`src/rtl/status_flags_pkg.sv`:
```
// constants and types shared by the cpu status flag block
package status_flags_pkg;
   // register indices in the unbanked data space
   localparam logic [7:0] alu_flag_index = 8'h04;
   localparam logic [7:0] timer0_ctrl_index = 8'h05;
   localparam logic [7:0] cpu_state_index = 8'h06;
   // bus byte addresses: four times the index
   localparam logic [7:0] alu_flag_addr = 8'h10;
   localparam logic [7:0] timer0_ctrl_addr = 8'h14;
   localparam logic [7:0] cpu_state_addr = 8'h18;
   // alu flag register fields
   localparam int carry_bit = 0;
   localparam int nibble_bit = 1;
   localparam int zero_bit = 2;
   localparam int range_bit = 3;
   localparam int ptr0_step_lo = 4;
   localparam int ptr1_step_lo = 6;
   localparam logic [7:0] flag_write_mask = 8'hf0;
   // cpu state register fields
   localparam int sleep_bit = 2;
   localparam int watchdog_bit = 3;
   localparam int irq_enable_bit = 4;
   localparam int stack_bit = 5;
   // timer0 control register fields
   localparam int prescale_lo = 1;
   localparam int timer0_edge_bit = 6;
   localparam int source_bit = 5;
   localparam int edge_sel_bit = 7;
   localparam logic [7:0] timer0_write_mask = 8'hfe;
   // values after reset
   localparam logic [7:0] alu_flag_reset = 8'hf0;
   localparam logic [7:0] timer0_ctrl_reset = 8'h00;
   localparam logic [7:0] cpu_state_reset = 8'h2c;
   // pointer step encodings
   localparam logic [1:0] step_dec = 2'b00;
   localparam logic [1:0] step_inc = 2'b01;
   // bus responses
   localparam logic [1:0] resp_okay = 2'b00;
   localparam logic [1:0] resp_slverr = 2'b10;

   typedef enum logic [3:0] {
      op_add, op_add_carry, op_sub, op_inc, op_dec, op_and, op_or, op_xor,
      op_clear, op_rot_right, op_rot_left, op_swap, op_move_w, op_bit_clear,
      op_bit_set
   } alu_op_type;
endpackage : status_flags_pkg

```
`src/rtl/flag_alu_if.sv`:
```
// operand and flag bundle between the flag block and its alu
`timescale 1ns/1ps
`default_nettype none
interface flag_alu_if;
   import status_flags_pkg::*;
   alu_op_type op;
   logic [7:0] a;
   logic [7:0] b;
   logic carry_in;
   logic [2:0] bit_sel;
   logic [7:0] result;
   logic carry;
   logic nibble;
   logic zero;
   logic range;
   logic touch_z;
   logic touch_dc;
   logic touch_c;
   logic touch_ov;
   modport core (output op, a, b, carry_in, bit_sel,
                 input result, carry, nibble, zero, range, touch_z, touch_dc, touch_c, touch_ov);
   modport alu (input op, a, b, carry_in, bit_sel,
                output result, carry, nibble, zero, range, touch_z, touch_dc, touch_c, touch_ov);
endinterface : flag_alu_if
`default_nettype wire

```
`src/rtl/flag_alu.sv`:
```
// eight-bit alu producing result and status flags
`timescale 1ns/1ps
`default_nettype none
module flag_alu
   import status_flags_pkg::*;
(
   flag_alu_if.alu f
);
   always_comb
   begin
      logic [7:0] addend;
      logic cin;
      logic [8:0] sum;
      logic [4:0] low;
      logic [7:0] res;
      addend = f.b;
      cin = 1'b0;
      case (f.op)
         op_add_carry: cin = f.carry_in;
         op_sub:
         begin
            addend = ~f.b;
            cin = 1'b1;
         end
         op_inc:
         begin
            addend = 8'h00;
            cin = 1'b1;
         end
         op_dec: addend = 8'hff;
         default: ;
      endcase
      sum = {1'b0, f.a} + {1'b0, addend} + {8'h00, cin};
      low = {1'b0, f.a[3:0]} + {1'b0, addend[3:0]} + {4'h0, cin};
      res = sum[7:0];
      // carry out of the top bit
      f.carry = sum[8];
      // carry out of the low nibble
      f.nibble = low[4];
      // signed overflow flips the sign bit
      f.range = (f.a[7] == addend[7]) && (sum[7] != f.a[7]);
      f.touch_z = 1'b0;
      f.touch_dc = 1'b0;
      f.touch_c = 1'b0;
      f.touch_ov = 1'b0;
      case (f.op)
         op_add, op_add_carry, op_sub, op_inc, op_dec:
         begin
            f.touch_z = 1'b1;
            f.touch_dc = 1'b1;
            f.touch_c = 1'b1;
            f.touch_ov = 1'b1;
         end
         op_and:
         begin
            res = f.a & f.b;
            f.touch_z = 1'b1;
         end
         op_or:
         begin
            res = f.a | f.b;
            f.touch_z = 1'b1;
         end
         op_xor:
         begin
            res = f.a ^ f.b;
            f.touch_z = 1'b1;
         end
         op_clear:
         begin
            res = 8'h00;
            f.touch_z = 1'b1;
         end
         // rotates load carry from the shifted-out bit
         op_rot_right:
         begin
            res = {f.carry_in, f.a[7:1]};
            f.carry = f.a[0];
            f.touch_c = 1'b1;
         end
         op_rot_left:
         begin
            res = {f.a[6:0], f.carry_in};
            f.carry = f.a[7];
            f.touch_c = 1'b1;
         end
         op_swap: res = {f.a[3:0], f.a[7:4]};
         op_move_w: res = f.b;
         op_bit_clear: res = f.a & ~(8'h01 << f.bit_sel);
         op_bit_set: res = f.a | (8'h01 << f.bit_sel);
         default: res = f.a;
      endcase
      f.result = res;
      // zero flag from the final result
      f.zero = (res == 8'h00);
   end
endmodule : flag_alu
`default_nettype wire

```
`src/rtl/alu_cpu_status_flags.sv`:
```
// cpu status flag registers with alu, timer0 control and an axi4-lite slave
//
// Local design decision: register access over AXI4-Lite.
`timescale 1ns/1ps
`default_nettype none
// Behaviour
// - flag writes blocked when instruction sets flags
// - clear to flag register gives 0000u1uu
// - carries mean no-borrow during subtraction
// - overflow set outside -128 to +127
// - overflow means sign bit flipped by magnitude
// - operands from accumulator, file or immediate
// - bits 5-4 step pointer a
// - zero flag follows result being zero
// - carry from top bit, rotates load it
// - global enable gates irq_pending; the external pin edge output is not gated
// - watchdog, sleep, stack bits ignore writes
// - bit 7 picks external pin edge
// - timer0 bits 6-1 set timer0 pin edge, prescale and source; bit 0 ignores writes
// - source bit one picks instruction clock
module alu_cpu_status_flags
   import status_flags_pkg::*;
#(
   parameter int data_width = 32,
   parameter int addr_width = 8
)
(
   // clock and reset
   input wire logic clock,
   input wire logic srst,
   // axi4-lite register slave
   input wire logic [addr_width-1:0] s_axi_awaddr,
   input wire logic s_axi_awvalid,
   output logic s_axi_awready,
   input wire logic [data_width-1:0] s_axi_wdata,
   input wire logic [data_width/8-1:0] s_axi_wstrb,
   input wire logic s_axi_wvalid,
   output logic s_axi_wready,
   output logic [1:0] s_axi_bresp,
   output logic s_axi_bvalid,
   input wire logic s_axi_bready,
   input wire logic [addr_width-1:0] s_axi_araddr,
   input wire logic s_axi_arvalid,
   output logic s_axi_arready,
   output logic [data_width-1:0] s_axi_rdata,
   output logic [1:0] s_axi_rresp,
   output logic s_axi_rvalid,
   input wire logic s_axi_rready,
   // instruction execution port
   input wire logic exec_valid,
   input wire alu_op_type exec_op,
   input wire logic exec_two_operand,
   input wire logic exec_use_imm,
   input wire logic exec_on_file,
   input wire logic [7:0] working_accumulator,
   input wire logic [7:0] file_operand,
   input wire logic [7:0] imm_operand,
   input wire logic [2:0] exec_bit_sel,
   input wire logic exec_dest_file,
   input wire logic [7:0] exec_dest_addr,
   output logic [7:0] exec_result_q,
   // device status events
   input wire logic irq_pending,
   input wire logic stack_room_in,
   input wire logic watchdog_set_evt,
   input wire logic watchdog_clr_evt,
   input wire logic sleep_set_evt,
   input wire logic sleep_clr_evt,
   // pins
   input wire logic ext_interrupt_pin,
   input wire logic timer0_clock_pin,
   // control outputs
   output logic irq_request_q,
   output logic [7:0] ptr_a_delta_q,
   output logic [7:0] ptr_b_delta_q,
   output logic ext_irq_edge_q,
   output logic timer0_tick_q,
   output logic [3:0] timer0_prescale_q,
   output logic [7:0] alu_flags_q
);
   if (data_width != 32 || addr_width < 8)
   begin : g_bad_width
      $error("alu_cpu_status_flags: bus must be 32 data bits and at least 8 address bits");
   end

   typedef struct packed {
      logic awready;
      logic wready;
      logic bvalid;
      logic [1:0] bresp;
      logic arready;
      logic rvalid;
      logic [1:0] rresp;
      logic [7:0] rdata;
      logic [7:0] aluf;
      logic [7:0] t0;
      logic [7:0] cpu;
      logic [7:0] result;
      logic irq;
      logic [7:0] pa;
      logic [7:0] pb;
      logic [1:0] ext_sync;
      logic ext_last;
      logic ext_edge;
      logic [1:0] tck_sync;
      logic tck_last;
      logic tick;
   } state_type;

   state_type s_q;
   state_type s_d;
   flag_alu_if f ();

   ////////////////////////////////////////////////////////////////////////
   // helpers

   function automatic logic [1:0] decode_reg(input logic [addr_width-1:0] addr);
      if (addr == addr_width'(alu_flag_addr))
         return 2'd1;
      else if (addr == addr_width'(timer0_ctrl_addr))
         return 2'd2;
      else if (addr == addr_width'(cpu_state_addr))
         return 2'd3;
      else
         return 2'd0;
   endfunction : decode_reg

   function automatic logic [7:0] step_delta(input logic [1:0] mode);
      if (mode == step_dec)
         return 8'hff;
      else if (mode == step_inc)
         return 8'h01;
      else
         return 8'h00;
   endfunction : step_delta

   ////////////////////////////////////////////////////////////////////////
   // alu operand selection

   // single operand on accumulator or file, pair with file or immediate
   assign f.op = exec_op;
   assign f.a = exec_two_operand ? (exec_use_imm ? imm_operand : file_operand)
                                 : (exec_on_file ? file_operand : working_accumulator);
   assign f.b = working_accumulator;
   assign f.carry_in = s_q.aluf[carry_bit];
   assign f.bit_sel = exec_bit_sel;

   flag_alu u_alu (
      .f (f.alu)
   );

   ////////////////////////////////////////////////////////////////////////
   // next state

   always_comb
   begin
      logic [7:0] wmask;
      logic [7:0] wbyte;
      logic tck_edge;
      wmask = 8'hff;
      wbyte = s_axi_wdata[7:0];
      tck_edge = 1'b0;
      s_d = s_q;

      // bus write: address and data are taken together
      if (s_q.awready)
      begin
         s_d.awready = 1'b0;
         s_d.wready = 1'b0;
         s_d.bvalid = 1'b1;
         s_d.bresp = resp_okay;
         if (decode_reg(s_axi_awaddr) == 2'd0)
            s_d.bresp = resp_slverr;
         else if (s_axi_wstrb[0])
         begin
            if (decode_reg(s_axi_awaddr) == 2'd1)
               s_d.aluf = wbyte;
            else if (decode_reg(s_axi_awaddr) == 2'd2)
               s_d.t0 = wbyte & timer0_write_mask;
            else
               s_d.cpu[irq_enable_bit] = wbyte[irq_enable_bit];
         end
      end
      else if (s_axi_awvalid && s_axi_wvalid && !s_q.bvalid)
      begin
         s_d.awready = 1'b1;
         s_d.wready = 1'b1;
      end
      if (s_q.bvalid && s_axi_bready)
         s_d.bvalid = 1'b0;

      // bus read
      if (s_q.arready)
      begin
         s_d.arready = 1'b0;
         s_d.rvalid = 1'b1;
         s_d.rresp = resp_okay;
         if (decode_reg(s_axi_araddr) == 2'd1)
            s_d.rdata = s_q.aluf;
         else if (decode_reg(s_axi_araddr) == 2'd2)
            s_d.rdata = s_q.t0;
         else if (decode_reg(s_axi_araddr) == 2'd3)
            s_d.rdata = s_q.cpu;
         else
         begin
            s_d.rdata = 8'h00;
            s_d.rresp = resp_slverr;
         end
      end
      else if (s_axi_arvalid && !s_q.rvalid)
         s_d.arready = 1'b1;
      if (s_q.rvalid && s_axi_rready)
         s_d.rvalid = 1'b0;

      // instruction result; applied after the bus so hardware wins a tie
      if (exec_valid)
      begin
         s_d.result = f.result;
         if (exec_dest_file)
         begin
            // status bits stay under flag logic
            if (f.touch_z || f.touch_dc || f.touch_c)
               wmask = flag_write_mask;
            // clear writes only the upper nibble
            if (exec_dest_addr == alu_flag_index)
               s_d.aluf = (s_d.aluf & ~wmask) | (f.result & wmask);
            else if (exec_dest_addr == timer0_ctrl_index)
               s_d.t0 = f.result & timer0_write_mask;
            else if (exec_dest_addr == cpu_state_index)
               s_d.cpu[irq_enable_bit] = f.result[irq_enable_bit];
         end
         if (f.touch_z)
            s_d.aluf[zero_bit] = f.zero;
         if (f.touch_dc)
            s_d.aluf[nibble_bit] = f.nibble;
         if (f.touch_c)
            s_d.aluf[carry_bit] = f.carry;
         if (f.touch_ov)
            s_d.aluf[range_bit] = f.range;
      end

      // device-owned status; a set beats a clear
      s_d.cpu[stack_bit] = stack_room_in;
      if (watchdog_set_evt)
         s_d.cpu[watchdog_bit] = 1'b1;
      else if (watchdog_clr_evt)
         s_d.cpu[watchdog_bit] = 1'b0;
      if (sleep_set_evt)
         s_d.cpu[sleep_bit] = 1'b1;
      else if (sleep_clr_evt)
         s_d.cpu[sleep_bit] = 1'b0;

      // one gate for irq_pending; ext_irq_edge_q is not gated
      s_d.irq = irq_pending && s_q.cpu[irq_enable_bit];

      s_d.pa = step_delta(s_q.aluf[ptr0_step_lo +: 2]);
      s_d.pb = step_delta(s_q.aluf[ptr1_step_lo +: 2]);

      // pins pass two flops before anything looks at them
      s_d.ext_sync = {s_q.ext_sync[0], ext_interrupt_pin};
      s_d.ext_last = s_q.ext_sync[1];
      s_d.tck_sync = {s_q.tck_sync[0], timer0_clock_pin};
      s_d.tck_last = s_q.tck_sync[1];

      // edge select for the external interrupt
      if (s_q.t0[edge_sel_bit])
         s_d.ext_edge = s_q.ext_sync[1] && !s_q.ext_last;
      else
         s_d.ext_edge = !s_q.ext_sync[1] && s_q.ext_last;

      // timer0 pin edge follows its own edge bit
      if (s_q.t0[timer0_edge_bit])
         tck_edge = s_q.tck_sync[1] && !s_q.tck_last;
      else
         tck_edge = !s_q.tck_sync[1] && s_q.tck_last;
      // source select, instruction clock or pin
      s_d.tick = s_q.t0[source_bit] ? 1'b1 : tck_edge;
   end

   always_ff @(posedge clock)
   begin
      if (srst)
      begin
         s_q <= '0;
         s_q.aluf <= alu_flag_reset;
         s_q.t0 <= timer0_ctrl_reset;
         s_q.cpu <= cpu_state_reset;
      end
      else
         s_q <= s_d;
   end

   ////////////////////////////////////////////////////////////////////////
   // outputs

   assign s_axi_awready = s_q.awready;
   assign s_axi_wready = s_q.wready;
   assign s_axi_bvalid = s_q.bvalid;
   assign s_axi_bresp = s_q.bresp;
   assign s_axi_arready = s_q.arready;
   assign s_axi_rvalid = s_q.rvalid;
   assign s_axi_rresp = s_q.rresp;
   assign s_axi_rdata = {24'h000000, s_q.rdata};
   assign exec_result_q = s_q.result;
   assign irq_request_q = s_q.irq;
   assign ptr_a_delta_q = s_q.pa;
   assign ptr_b_delta_q = s_q.pb;
   assign ext_irq_edge_q = s_q.ext_edge;
   assign timer0_tick_q = s_q.tick;
   // prescale ratio straight from the control bits
   assign timer0_prescale_q = s_q.t0[prescale_lo +: 4];
   assign alu_flags_q = s_q.aluf;

   ////////////////////////////////////////////////////////////////////////
   // checks

   logic signed [9:0] wide_sum;
   logic flag_dest;
   assign wide_sum = $signed({f.a[7], f.a[7], f.a}) + $signed({f.b[7], f.b[7], f.b});
   assign flag_dest = exec_valid && exec_dest_file && (exec_dest_addr == alu_flag_index);
endmodule : alu_cpu_status_flags
`default_nettype wire

```
`config.mk`:
```
export PLATFORM = sky130hd
export DESIGN_NAME = alu_cpu_status_flags
export DESIGN_NICKNAME = d
export VERILOG_FILES = /design/src/rtl/status_flags_pkg.sv /design/src/rtl/flag_alu_if.sv /design/src/rtl/flag_alu.sv /design/src/rtl/alu_cpu_status_flags.sv
export SDC_FILE = /design/constraint.sdc
export NUM_CORES = 1
export LEC_CHECK = 0
export ABC_AREA = 1
export BUFFER_PORTS_ARGS = -buffer_cell sky130_fd_sc_hd__buf_4
export CAP_MARGIN = 40
export CORE_AREA = 10 10 129 131
export CTS_CLUSTER_DIAMETER = 120
export CTS_CLUSTER_SIZE = 12
export DETAILED_ROUTE_END_ITERATION = 12
export DIE_AREA = 0 0 139 141
export HOLD_SLACK_MARGIN = 0.02
export SYNTH_ARGS = -nofsm -noshare
export SYNTH_HDL_FRONTEND = slang
export SYNTH_SLANG_ARGS = --single-unit
```
`constraint.sdc`:
```
create_clock -name clock -period 2.8 [get_ports clock]
set_input_delay 0.14 -clock clock [delete_from_list [all_inputs] [get_ports clock]]
set_output_delay 0.14 -clock clock [all_outputs]
set_load 0.05 [all_outputs]
```
# [Word-level counts from Yosys, hierarchy flattened]
# Cells that the tools add are included.
# Widths: inputs -> output; s select.
[word_totals] reg_bits=70 wordCells=179 in_bits=111
[classes] bitwise_logic=11 mux=74 n_eq_ne=32 n_addsub=4 n_shift=1 reduce_logical=34
[ops] cell="$mux 8" count=15
[ops] cell="$pmux 8 s11" count=1
[ops] cell="$mux 16" count=5
[ops] cell="$mux 2" count=25
[ops] cell="$eq 8x5->1 const B" count=6
[ops] cell="$and 8x8->8" count=4
[ops] cell="$eq 4x4->1 const B" count=7
[ops] cell="$eq 8x3->1 const B" count=3
[ops] cell="$not 8->8" count=3
[ops] cell="$or 8x8->8" count=3
[ops] cell="$pmux 8 s3" count=1
[ops] cell="$mux 1" count=23
[ops] cell="$eq 4x3->1 const B" count=4
[ops] cell="$reduce_or 2->1" count=7
[ops] cell="$logic_and 1x1->1" count=11
[ops] cell="$add 8x8->9" count=1
[ops] cell="$add 9x1->9" count=1
[ops] cell="$reduce_or 9->1" count=1
[ops] cell="$eq 2x1->1 const B" count=4
[ops] cell="$eq 4x2->1 const B" count=2
[ops] cell="$logic_not 8->1" count=1
[ops] cell="$shl 1x3->8 const A" count=1
[ops] cell="$xor 8x8->8" count=1
[ops] cell="$reduce_or 7->1" count=1
[ops] cell="14 further kinds" count=25

# [Depth between registers and ports, before layout]
# Gate-level depths: netlist (run 1).
[logic_depth] word_depth=25 ltp_mapped=21

# [By module]
# From an unflattened synthesis (run 1), not the netlist that was laid out.
[hier_totals] cells_unflattened=826 area_unflattened_um2=5088.6
[by_module_without_submodules] mod="alu_cpu_status_flags" area_per_inst_um2=3457.1 cells_each=499 seq_area_each_um2=1121.1 n_inst=1
[by_module_without_submodules] mod="flag_alu" area_per_inst_um2=1631.6 cells_each=327 seq_area_each_um2=0.0 n_inst=1

# [Worst setup path before layout (run 1)]
# Ideal clock, no wire load.
[synth_path] path_kind="input-to-reg" startpoint="input exec_op[3]" endpoint="register s_q (netlist bit exec_result_q[4])" cell_stages=20 t_required_ps=2684 setup_slack_ps=-49 t_arrival_ps=2733 path_cell_list="buf_2 -> nor2_1 -> inv_1 -> nor2_1 -> o21ai_0 -> a21oi_1 -> fa_1 -> inv_1 -> fa_1 -> nand3_1 -> nand2_1 -> or2_2 -> nand3_1 -> nand2_1 -> nor2_1 -> nand2_1 -> inv_1 -> nand2_1 -> o211ai_1 -> inv_1"
[synth_via] elab_chain_len=5 word_cells_on_any_way=22
[synth_rtl] element="from (decl)" line="alu_cpu_status_flags.sv:51" rtl="input wire alu_op_type exec_op,"
[synth_rtl] element="$eq 4x3->1 / $eq 4x2->1 (equally long branches)" line="flag_alu.sv:18, flag_alu.sv:46"
[synth_rtl] element="$pmux 8 s3 / $reduce_or 2->1 (equally long branches)"
[synth_rtl] element="$add 8x8->9 / $pmux 1 s2 (equally long branches)" line="flag_alu.sv:33, flag_alu.sv:18"
[synth_rtl] element="$add 9x1->9" line="flag_alu.sv:33" rtl="sum = {1'b0, f.a} + {1'b0, addend} + {8'h00, cin};"
[synth_rtl] element="$pmux 8 s11 (*)" line="flag_alu.sv:46" rtl="case (f.op)"
[synth_rtl] element="to (decl)" line="alu_cpu_status_flags.sv:110" rtl="state_type s_q;"
# Every way passes the cells marked *; elsewhere a longest branch is shown, timed or not.
# A chain may end at the register's enable or synchronous reset.

# [Worst setup path in the final report (run 1)]
[layout_path] startpoint="input exec_op[3]" endpoint="register s_q (netlist bit alu_flags_q[2])"
[layout_via] elab_chain_len=15 word_cells_on_any_way=41
[layout_rtl] element="branches (longest 13 deep; another with $add 8x8->9)"
[layout_rtl] element="$mux 1 (*)" line="alu_cpu_status_flags.sv:232" rtl="if (f.touch_z)"
[layout_rtl] element="$mux 16 (*)" line="alu_cpu_status_flags.sv:216" rtl="if (exec_valid)"
# Every way passes the cells marked *. The select of a mux whose other input is x is not followed.

==> impl_metrics.ini, run 1 <==
[clock_network]
clock_latency_ns = 0.29
postCtsHoldBufs = 0
cts_buffers = 5
cts_tree = done
cts_buffer_depth = 2
htree_levels = 2
root_buffer = clkbuf_16
cts_sinks = 56
clk_pin_slew_ns = 0.07

[critical_path]
ff2ff_path_depth = 14
reg2reg_to = alu_flags_q[2]$_SDFF_PP0_
arrival_ns = 2.72
start_kind = input pin
end_kind = flip-flop
crit_fanout = 4
cp-startpoint = exec_op[3]
rr_startpoint = alu_flags_q[0]$_SDFF_PP0_
endpoint = alu_flags_q[2]$_SDFF_PP0_
rrSetupSlack_ns = 0.34
crit_type = input pin to flip-flop
crit_required_ns = 3.02

[sta]
rsz0062_at_grt = no
fin_skew_ns = 0.00832
timing.final.crit_period_ns = 2.50
finalSetupViolations = 0
max_freq_mhz = 401
slew_viol_final = 0
fin_hold_ws_ns = 0.0257
min_period_over_period = 0.891
hold_violations = 0
relSlewSlack = 0.529
worstMarginPinSlew_ns = 0.702

[pwr]
p_int_uw = 1470
p_seq_frac = 0.361
p_comb_frac = 0.375
peakVddDrop_mv = 0.217
power_density_mw_per_mm2 = 401
p_leak_uw = 0.00310
switching_share = 0.379
power.share.clock = 0.264
switchingPower_uw = 901

[place]
dp_cells = 1087
hpwl_um = 13600
port_buffers = 137
place_congestion = 0.952
dpl-instance-area_mm2 = 0.00576

[hold_path]
hp-class = input pin to flip-flop
holdPathStages = 2

[grt]
grt_pass1_vias = 4941
grt.overflow.total = 0
antenna_found_initial = 0
grt.total_usage = 0.155
grt_pass1_wl_um = 25600
grt_max_degree = 24

[cells_and_area]
drive_gt1_frac = 0.224
ff_latch_area_mm2 = 0.00112
fin_cells = 1095
syn2layout_area_growth_pct = 23.2
fill_cells = 1585
layout.nets = 1030
fin_area_mm2 = 0.00592
diodes = 0
multiInputGateArea_mm2 = 0.00275

[yosys]
synth-seq-area-share = 0.233
syn_area_mm2 = 0.00481
yosysTopAreaCell = dfxtp_1
ys_ff_latch = 56
ys.warnings.count = 0
synthTopCellsByArea = dfxtp_1, nand2_1, buf_4, nand3_1, inv_1
synthCells = 801
synth_cell_types = 34
syn_area_per_cell_um2 = 6.00
synth_top_area_frac = 0.233

[route]
ant_nets = 0
first_iter_violations = 411
drc_errors = 0
wl_per_cell_um = 14.9
dr.pass1.iters = 7
totalWireLength_um = 16300
num_vias = 5212
via_per_inst = 4.76

[die]
die_w_um = 139
io_pins = 191
die-area_mm2 = 0.0196
fp.dieH_um = 141
start_util = 0.339
core_mm2 = 0.0142
rows = 44

[job]
cap_violations = 0

[run_status]
status = finished, final reports clean
==> power by group through the flow <==
stage	registers (uW)	clock network [uW]	logic, uW
2_1_floorplan	883	0	605
3_3_place_gp	876	0	879
3_5_place_dp	877	0	881
4_1_cts	858	639	884
5_1_grt	863	669	980
6_report	858	627	890
==> cell families after synthesis <==
group | count (synthesis) | share of synthesized area
fa+ha+maj | 9 | 0.0265
mux | 1 | 0.00234
xor+xnor | 1 | 0.00182
compound gates | 120 | 0.143
other cells | 1 | 0.000780
simple gates | 410 | 0.374
buf+inv | 203 | 0.218
flops | 56 | 0.233
==> area by class of cell <==
type / count / share of cell area
Inverter: 115 / 0.0729
Sequential cell: 56 / 0.190
Clock buffer: 5 / 0.0211
Multi-Input combinational cell: 567 / 0.465
Tap cell: 184 / 0.0389
Timing Repair Buffer: 165 / 0.209
Clock inverter: 3 / 0.00380
==> synth_stat cells <==
cell type	count
nand2_1	203
inv_1	107
nand3_1	97
buf_4	75
nor2_1	62
dfxtp_1	56
o21ai_0	46
a21oi_1	36
o211ai_1	25
clkbuf_1	11
nand4_1	9
nand3b_1	8
nor3_1	8
ha_1	7
inv_2	7
a31oi_1	6
or2_2	5
nand2_2	4
nor2_2	4
nor4_1	4
o221ai_1	4
buf_2	2
fa_1	2
nor2_4	2
nor3b_1	2
a21boi_0	1
clkinv_1	1
conb_1	1
mux2_2	1
nand3_2	1
nor3_2	1
o21ai_1	1
o22ai_1	1
xor2_1	1
==> worst max-delay path: stages <==
cell     delay, ns
buf_4         0.11
nor2_1        0.15
inv_1         0.08
buf_4         0.15
nor2_2        0.16
a21oi_1       0.12
fa_1          0.39
inv_1         0.12
fa_2          0.43
nand2_1       0.07
nand2_1       0.05
nor2_1        0.08
nand2_1       0.05
nor2_1        0.09
nand2_1       0.08
nand2_2       0.11
nand2_1       0.06
nor2_1        0.09
nand3_1       0.08
a21oi_1       0.12
==> state kept, by name (all words and copies together) (netlist names) <==
name               count
s_axi_rresp            1
timer0_prescale_q      4
exec_result_q          8
timer0_tick_q          1
s_axi_awready          1
s_axi_rdata            8
s_axi_bresp            1
s_axi_bvalid           1
s_axi_wready           1
ext_irq_edge_q         1
ptr_a_delta_q          2
irq_request_q          1
s_axi_arready          1
ptr_b_delta_q          2
alu_flags_q            8
s_q                   10
s_d                    4
s_axi_rvalid           1
==> metrics by stage <==
stage	total power [uW]	worst slack, ns	setup TNS (ns)	utilization
floorplan	1490	0.0497	0	-
global placement	1750	-0.00812	-0.00830	0.405
detailed placement	1760	-0.0535	-0.0722	0.405
CTS	2380	0.199	0	0.416
global route	2510	0.00210	0	0.417
finish	2380	0.304	0	0.417
==> routing by layer <==
layer | GRT usage | share of wire
met5 | 0 | 0
met4 | 0.0406 | 0.014
met3 | 0.0279 | 0.063
met2 | 0.256 | 0.46
met1 | 0.202 | 0.46
==> repair_timing <==
action / 4_1_cts / 5_1_grt
resized for setup: 0 / 6
buffers inserted: 0 / 0
setup endpoints to repair: 0 / 7
==> worst min-delay path by stage <==
stage,start,end,slack (ns)
3_3_place_gp,s_axi_bready,s_axi_bvalid$_SDFFE_PP0P_,0.33
3_5_place_dp,sleep_set_evt,s_q[35]$_SDFFE_PP1P_,0.33
2_1_floorplan,s_axi_bready,s_axi_bvalid$_SDFFE_PP0P_,0.23
4_1_cts,s_axi_rready,s_axi_rvalid$_SDFFE_PP0P_,0.02
5_1_grt,s_axi_bready,s_axi_bvalid$_SDFFE_PP0P_,0.02
6_report,s_axi_bready,s_axi_bvalid$_SDFFE_PP0P_,0.03
==> cell usage in the layout, fill, tap and decap left out, types with 2 or more instances in the layout <==
master and count:
a21oi_1 36, a31oi_1 5, buf_4 165, clkbuf_16 5, conb_1 26, dfxtp_1 55, ha_1 7, inv_1 107
inv_2 7, nand2_1 202, nand2_2 5, nand3_1 97, nand3b_1 8, nand4_1 9, nor2_1 60, nor2_2 6
nor2_4 2, nor3_1 8, nor3b_1 2, nor4_1 4, o211ai_1 25, o21ai_0 45, o21ai_1 2, o221ai_1 4
or2_2 5
Power figures use the tool's default switching activity.
==> run 2, diff against run 1 <==
--- a/config.mk
+++ b/config.mk
@@ -8,12 +8,15 @@
 export ABC_AREA = 1
 export BUFFER_PORTS_ARGS = -buffer_cell sky130_fd_sc_hd__buf_4
 export CAP_MARGIN = 40
-export CORE_AREA = 10 10 129 131
+export CELL_PAD_IN_SITES_DETAIL_PLACEMENT = 0
+export CELL_PAD_IN_SITES_GLOBAL_PLACEMENT = 1
+export CORE_AREA = 10 10 138 140
 export CTS_CLUSTER_DIAMETER = 120
 export CTS_CLUSTER_SIZE = 12
 export DETAILED_ROUTE_END_ITERATION = 12
-export DIE_AREA = 0 0 139 141
+export DIE_AREA = 0 0 148 150
 export HOLD_SLACK_MARGIN = 0.02
+export PLACE_DENSITY_LB_ADDON = 0.1
 export SYNTH_ARGS = -nofsm -noshare
 export SYNTH_HDL_FRONTEND = slang
 export SYNTH_SLANG_ARGS = --single-unit
==> run 2 against run 1 <==
  * Worst hold slack got worse by 0.0015 ns
  * Design area is 3.3% higher
  * Fmax is 3.0% lower
  * Power up 3.7%
  * Register-to-register slack worse by 0.11 ns
  * First-iteration DRC count shrank 31%
  * Critical path depth down 5
  * Critical endpoint is now exec_result_q[4]$_SDFFE_PP0P_
==> impl_metrics.ini, run 2 (synthesis results as in run 1) <==
[run_status]
status = finished, final reports clean

[place]
place_congestion = 0.942
hpwl_um = 15500
dpl-instance-area_mm2 = 0.00590
port_buffers = 137
dp_cells = 1136
pre_cts_ws_ns = -0.146

[die]
fp.dieH_um = 150
rows = 47
io_pins = 191
die-area_mm2 = 0.0222
core_mm2 = 0.0163
die_w_um = 148
start_util = 0.294

[cells_and_area]
syn2layout_area_growth_pct = 27.2
drive_gt1_frac = 0.234
ff_latch_area_mm2 = 0.00112
final_common_cell = nand2_1
diodes = 0
regMostFlops = s_q
largest_register_ffs = 10
layout.nets = 1047
fin_cells = 1148
multiInputGateArea_mm2 = 0.00276
fin_area_mm2 = 0.00611
final_cell_mix = nand2_1, buf_4, inv_1
fill_cells = 1870

[critical_path]
crit_fanout = 3
slowest_stage = fa_1
end_kind = flip-flop
rr_startpoint = alu_flags_q[0]$_SDFF_PP0_
path_delay_family = simple AND/OR/NAND/NOR gates
cp_common_cell = nand2_1
worstPathCellList = a31oi_1, fa_1, inv_1, fa_1, nand3_2, nand2_1, or2_2, nand3_1, nand2_1, nor2_2, nand2_1, inv_1, nand2_1, o211ai_1, inv_1
rrSetupSlack_ns = 0.23
start_kind = flip-flop
critPathMaxStageDelay_ns = 0.47
crit_type = flip-flop to flip-flop
ff2ff_path_depth = 15
reg2reg_to = exec_result_q[4]$_SDFFE_PP0P_
arrival_ns = 2.77
crit_required_ns = 2.99
crit_buf_inv = 3

[pwr]
p_leak_uw = 0.00318
power.total_uw = 2460
power_density_mw_per_mm2 = 403
peakVddDrop_mv = 0.238

[route]
wl_met2_um = 9280
drt-met1-wl_um = 7960
highest_layer = met4
drc_errors = 0
first_iter_violations = 285
dr_wl_met3_um = 925
totalWireLength_um = 18400
ant_nets = 0
wl_per_cell_um = 16.0
dr.pass1.iters = 5
num_vias = 5347
via_per_inst = 4.66

[sta]
relSlewSlack = 0.474
setup_slack_ns = 0.226
max_freq_mhz = 388
finalSetupViolations = 0
timing.final.crit_period_ns = 2.57
slew_viol_final = 0
worstMarginPinSlew_ns = 0.785
hold_violations = 0
fin_skew_ns = 0.00394
min_period_over_period = 0.919

[grt]
antenna_found_initial = 0
grt_max_degree = 24
grt_pass1_vias = 5303
grt.total_usage = 0.160
grt.overflow.total = 0
grt_pass1_wl_um = 29000

[clock_network]
clk_pin_slew_ns = 0.08
clock_latency_ns = 0.30
cts_tree = done
cts_setup_buffers = 0
htree_levels = 2
cts_buffer_depth = 2
root_buffer = clkbuf_16
cts_buffers = 5
cts_sinks = 56

[hold_path]
holdPathStages = 2
hp-class = input pin to flip-flop
worstHoldStart = watchdog_clr_evt
whs_endpoint = s_q[36]$_SDFFE_PP1P_

[job]
cap_violations = 0
==> run 2: worst max path at each step <==
stage | slack (ns) | cells after the start | to | start
floorplan | 0.05 | 20 | exec_result_q[4]$_SDFFE_PP0P_ | exec_op[3]
global placement | -0.10 | 19 | exec_result_q[4]$_SDFFE_PP0P_ | exec_op[3]
detailed placement | -0.15 | 20 | exec_result_q[4]$_SDFFE_PP0P_ | exec_op[3]
CTS | 0.14 | 15 | exec_result_q[4]$_SDFFE_PP0P_ | alu_flags_q[0]$_SDFF_PP0_
global route | -0.009 | 21 | exec_result_q[6]$_SDFFE_PP0P_ | exec_op[3]
finish | 0.23 | 15 | exec_result_q[4]$_SDFFE_PP0P_ | alu_flags_q[0]$_SDFF_PP0_
==> run 2: per-stage QoR <==
step                      hold WS, ns   util  setup TNS, ns
final                          0.0242  0.374              0
after global routing           0.0272  0.374        -0.0184
after CTS                      0.0222  0.373              0
after detailed placement        0.326  0.361         -0.692
after global placement          0.322  0.361         -0.346
after floorplan                 0.234      -              0
==> run 2: layout make-up <==
class	count	area share
repair buffers	182	0.225
clock inverters	3	0.00450
clock buffers	5	0.0205
well taps	220	0.0450
inverters	115	0.0706
multi-input cells	567	0.451
flip-flops and latches	56	0.183
==> run 2: per-layer routing <==
metal / vias up / global-route usage
met1: 2440 / 0.192
met2: 143 / 0.292
li1: 2751 / -
met4: 0 / 0.0362
met3: 13 / 0.0269
met5: - / 0
==> run 2: where the power goes <==
| group | internal, uW | total [uW] | leakage [uW] | switching [uW] |
|---|---|---|---|---|
| Combinational | 332 | 942 | 0.00265 | 610 |
| Sequential | 831 | 857 | 0.000458 | 26.0 |
| Clock | 341 | 663 | 0.0000719 | 323 |
| Total | 1500 | 2460 | 0.00318 | 959 |
==> run 2: worst register-to-register path, cell delays in order (launching register included) <==
cell and delay, ns:
dfxtp_1 0.35, a31oi_1 0.24, fa_1 0.20, inv_1 0.06, fa_1 0.47, nand3_2 0.10, nand2_1 0.08, or2_2 0.28
nand3_1 0.09, nand2_1 0.07, nor2_2 0.14, nand2_1 0.10, inv_1 0.10, nand2_1 0.05, o211ai_1 0.08, inv_1 0.06
==> run 2: repair_timing <==
| action | in CTS | in global routing |
|---|---|---|
| gates resized for setup | 0 | 7 |
| hold buffers | 4 | 0 |
| endpoints found under the setup margin | 0 | 7 |
| hold endpoints to repair | 4 | 0 |
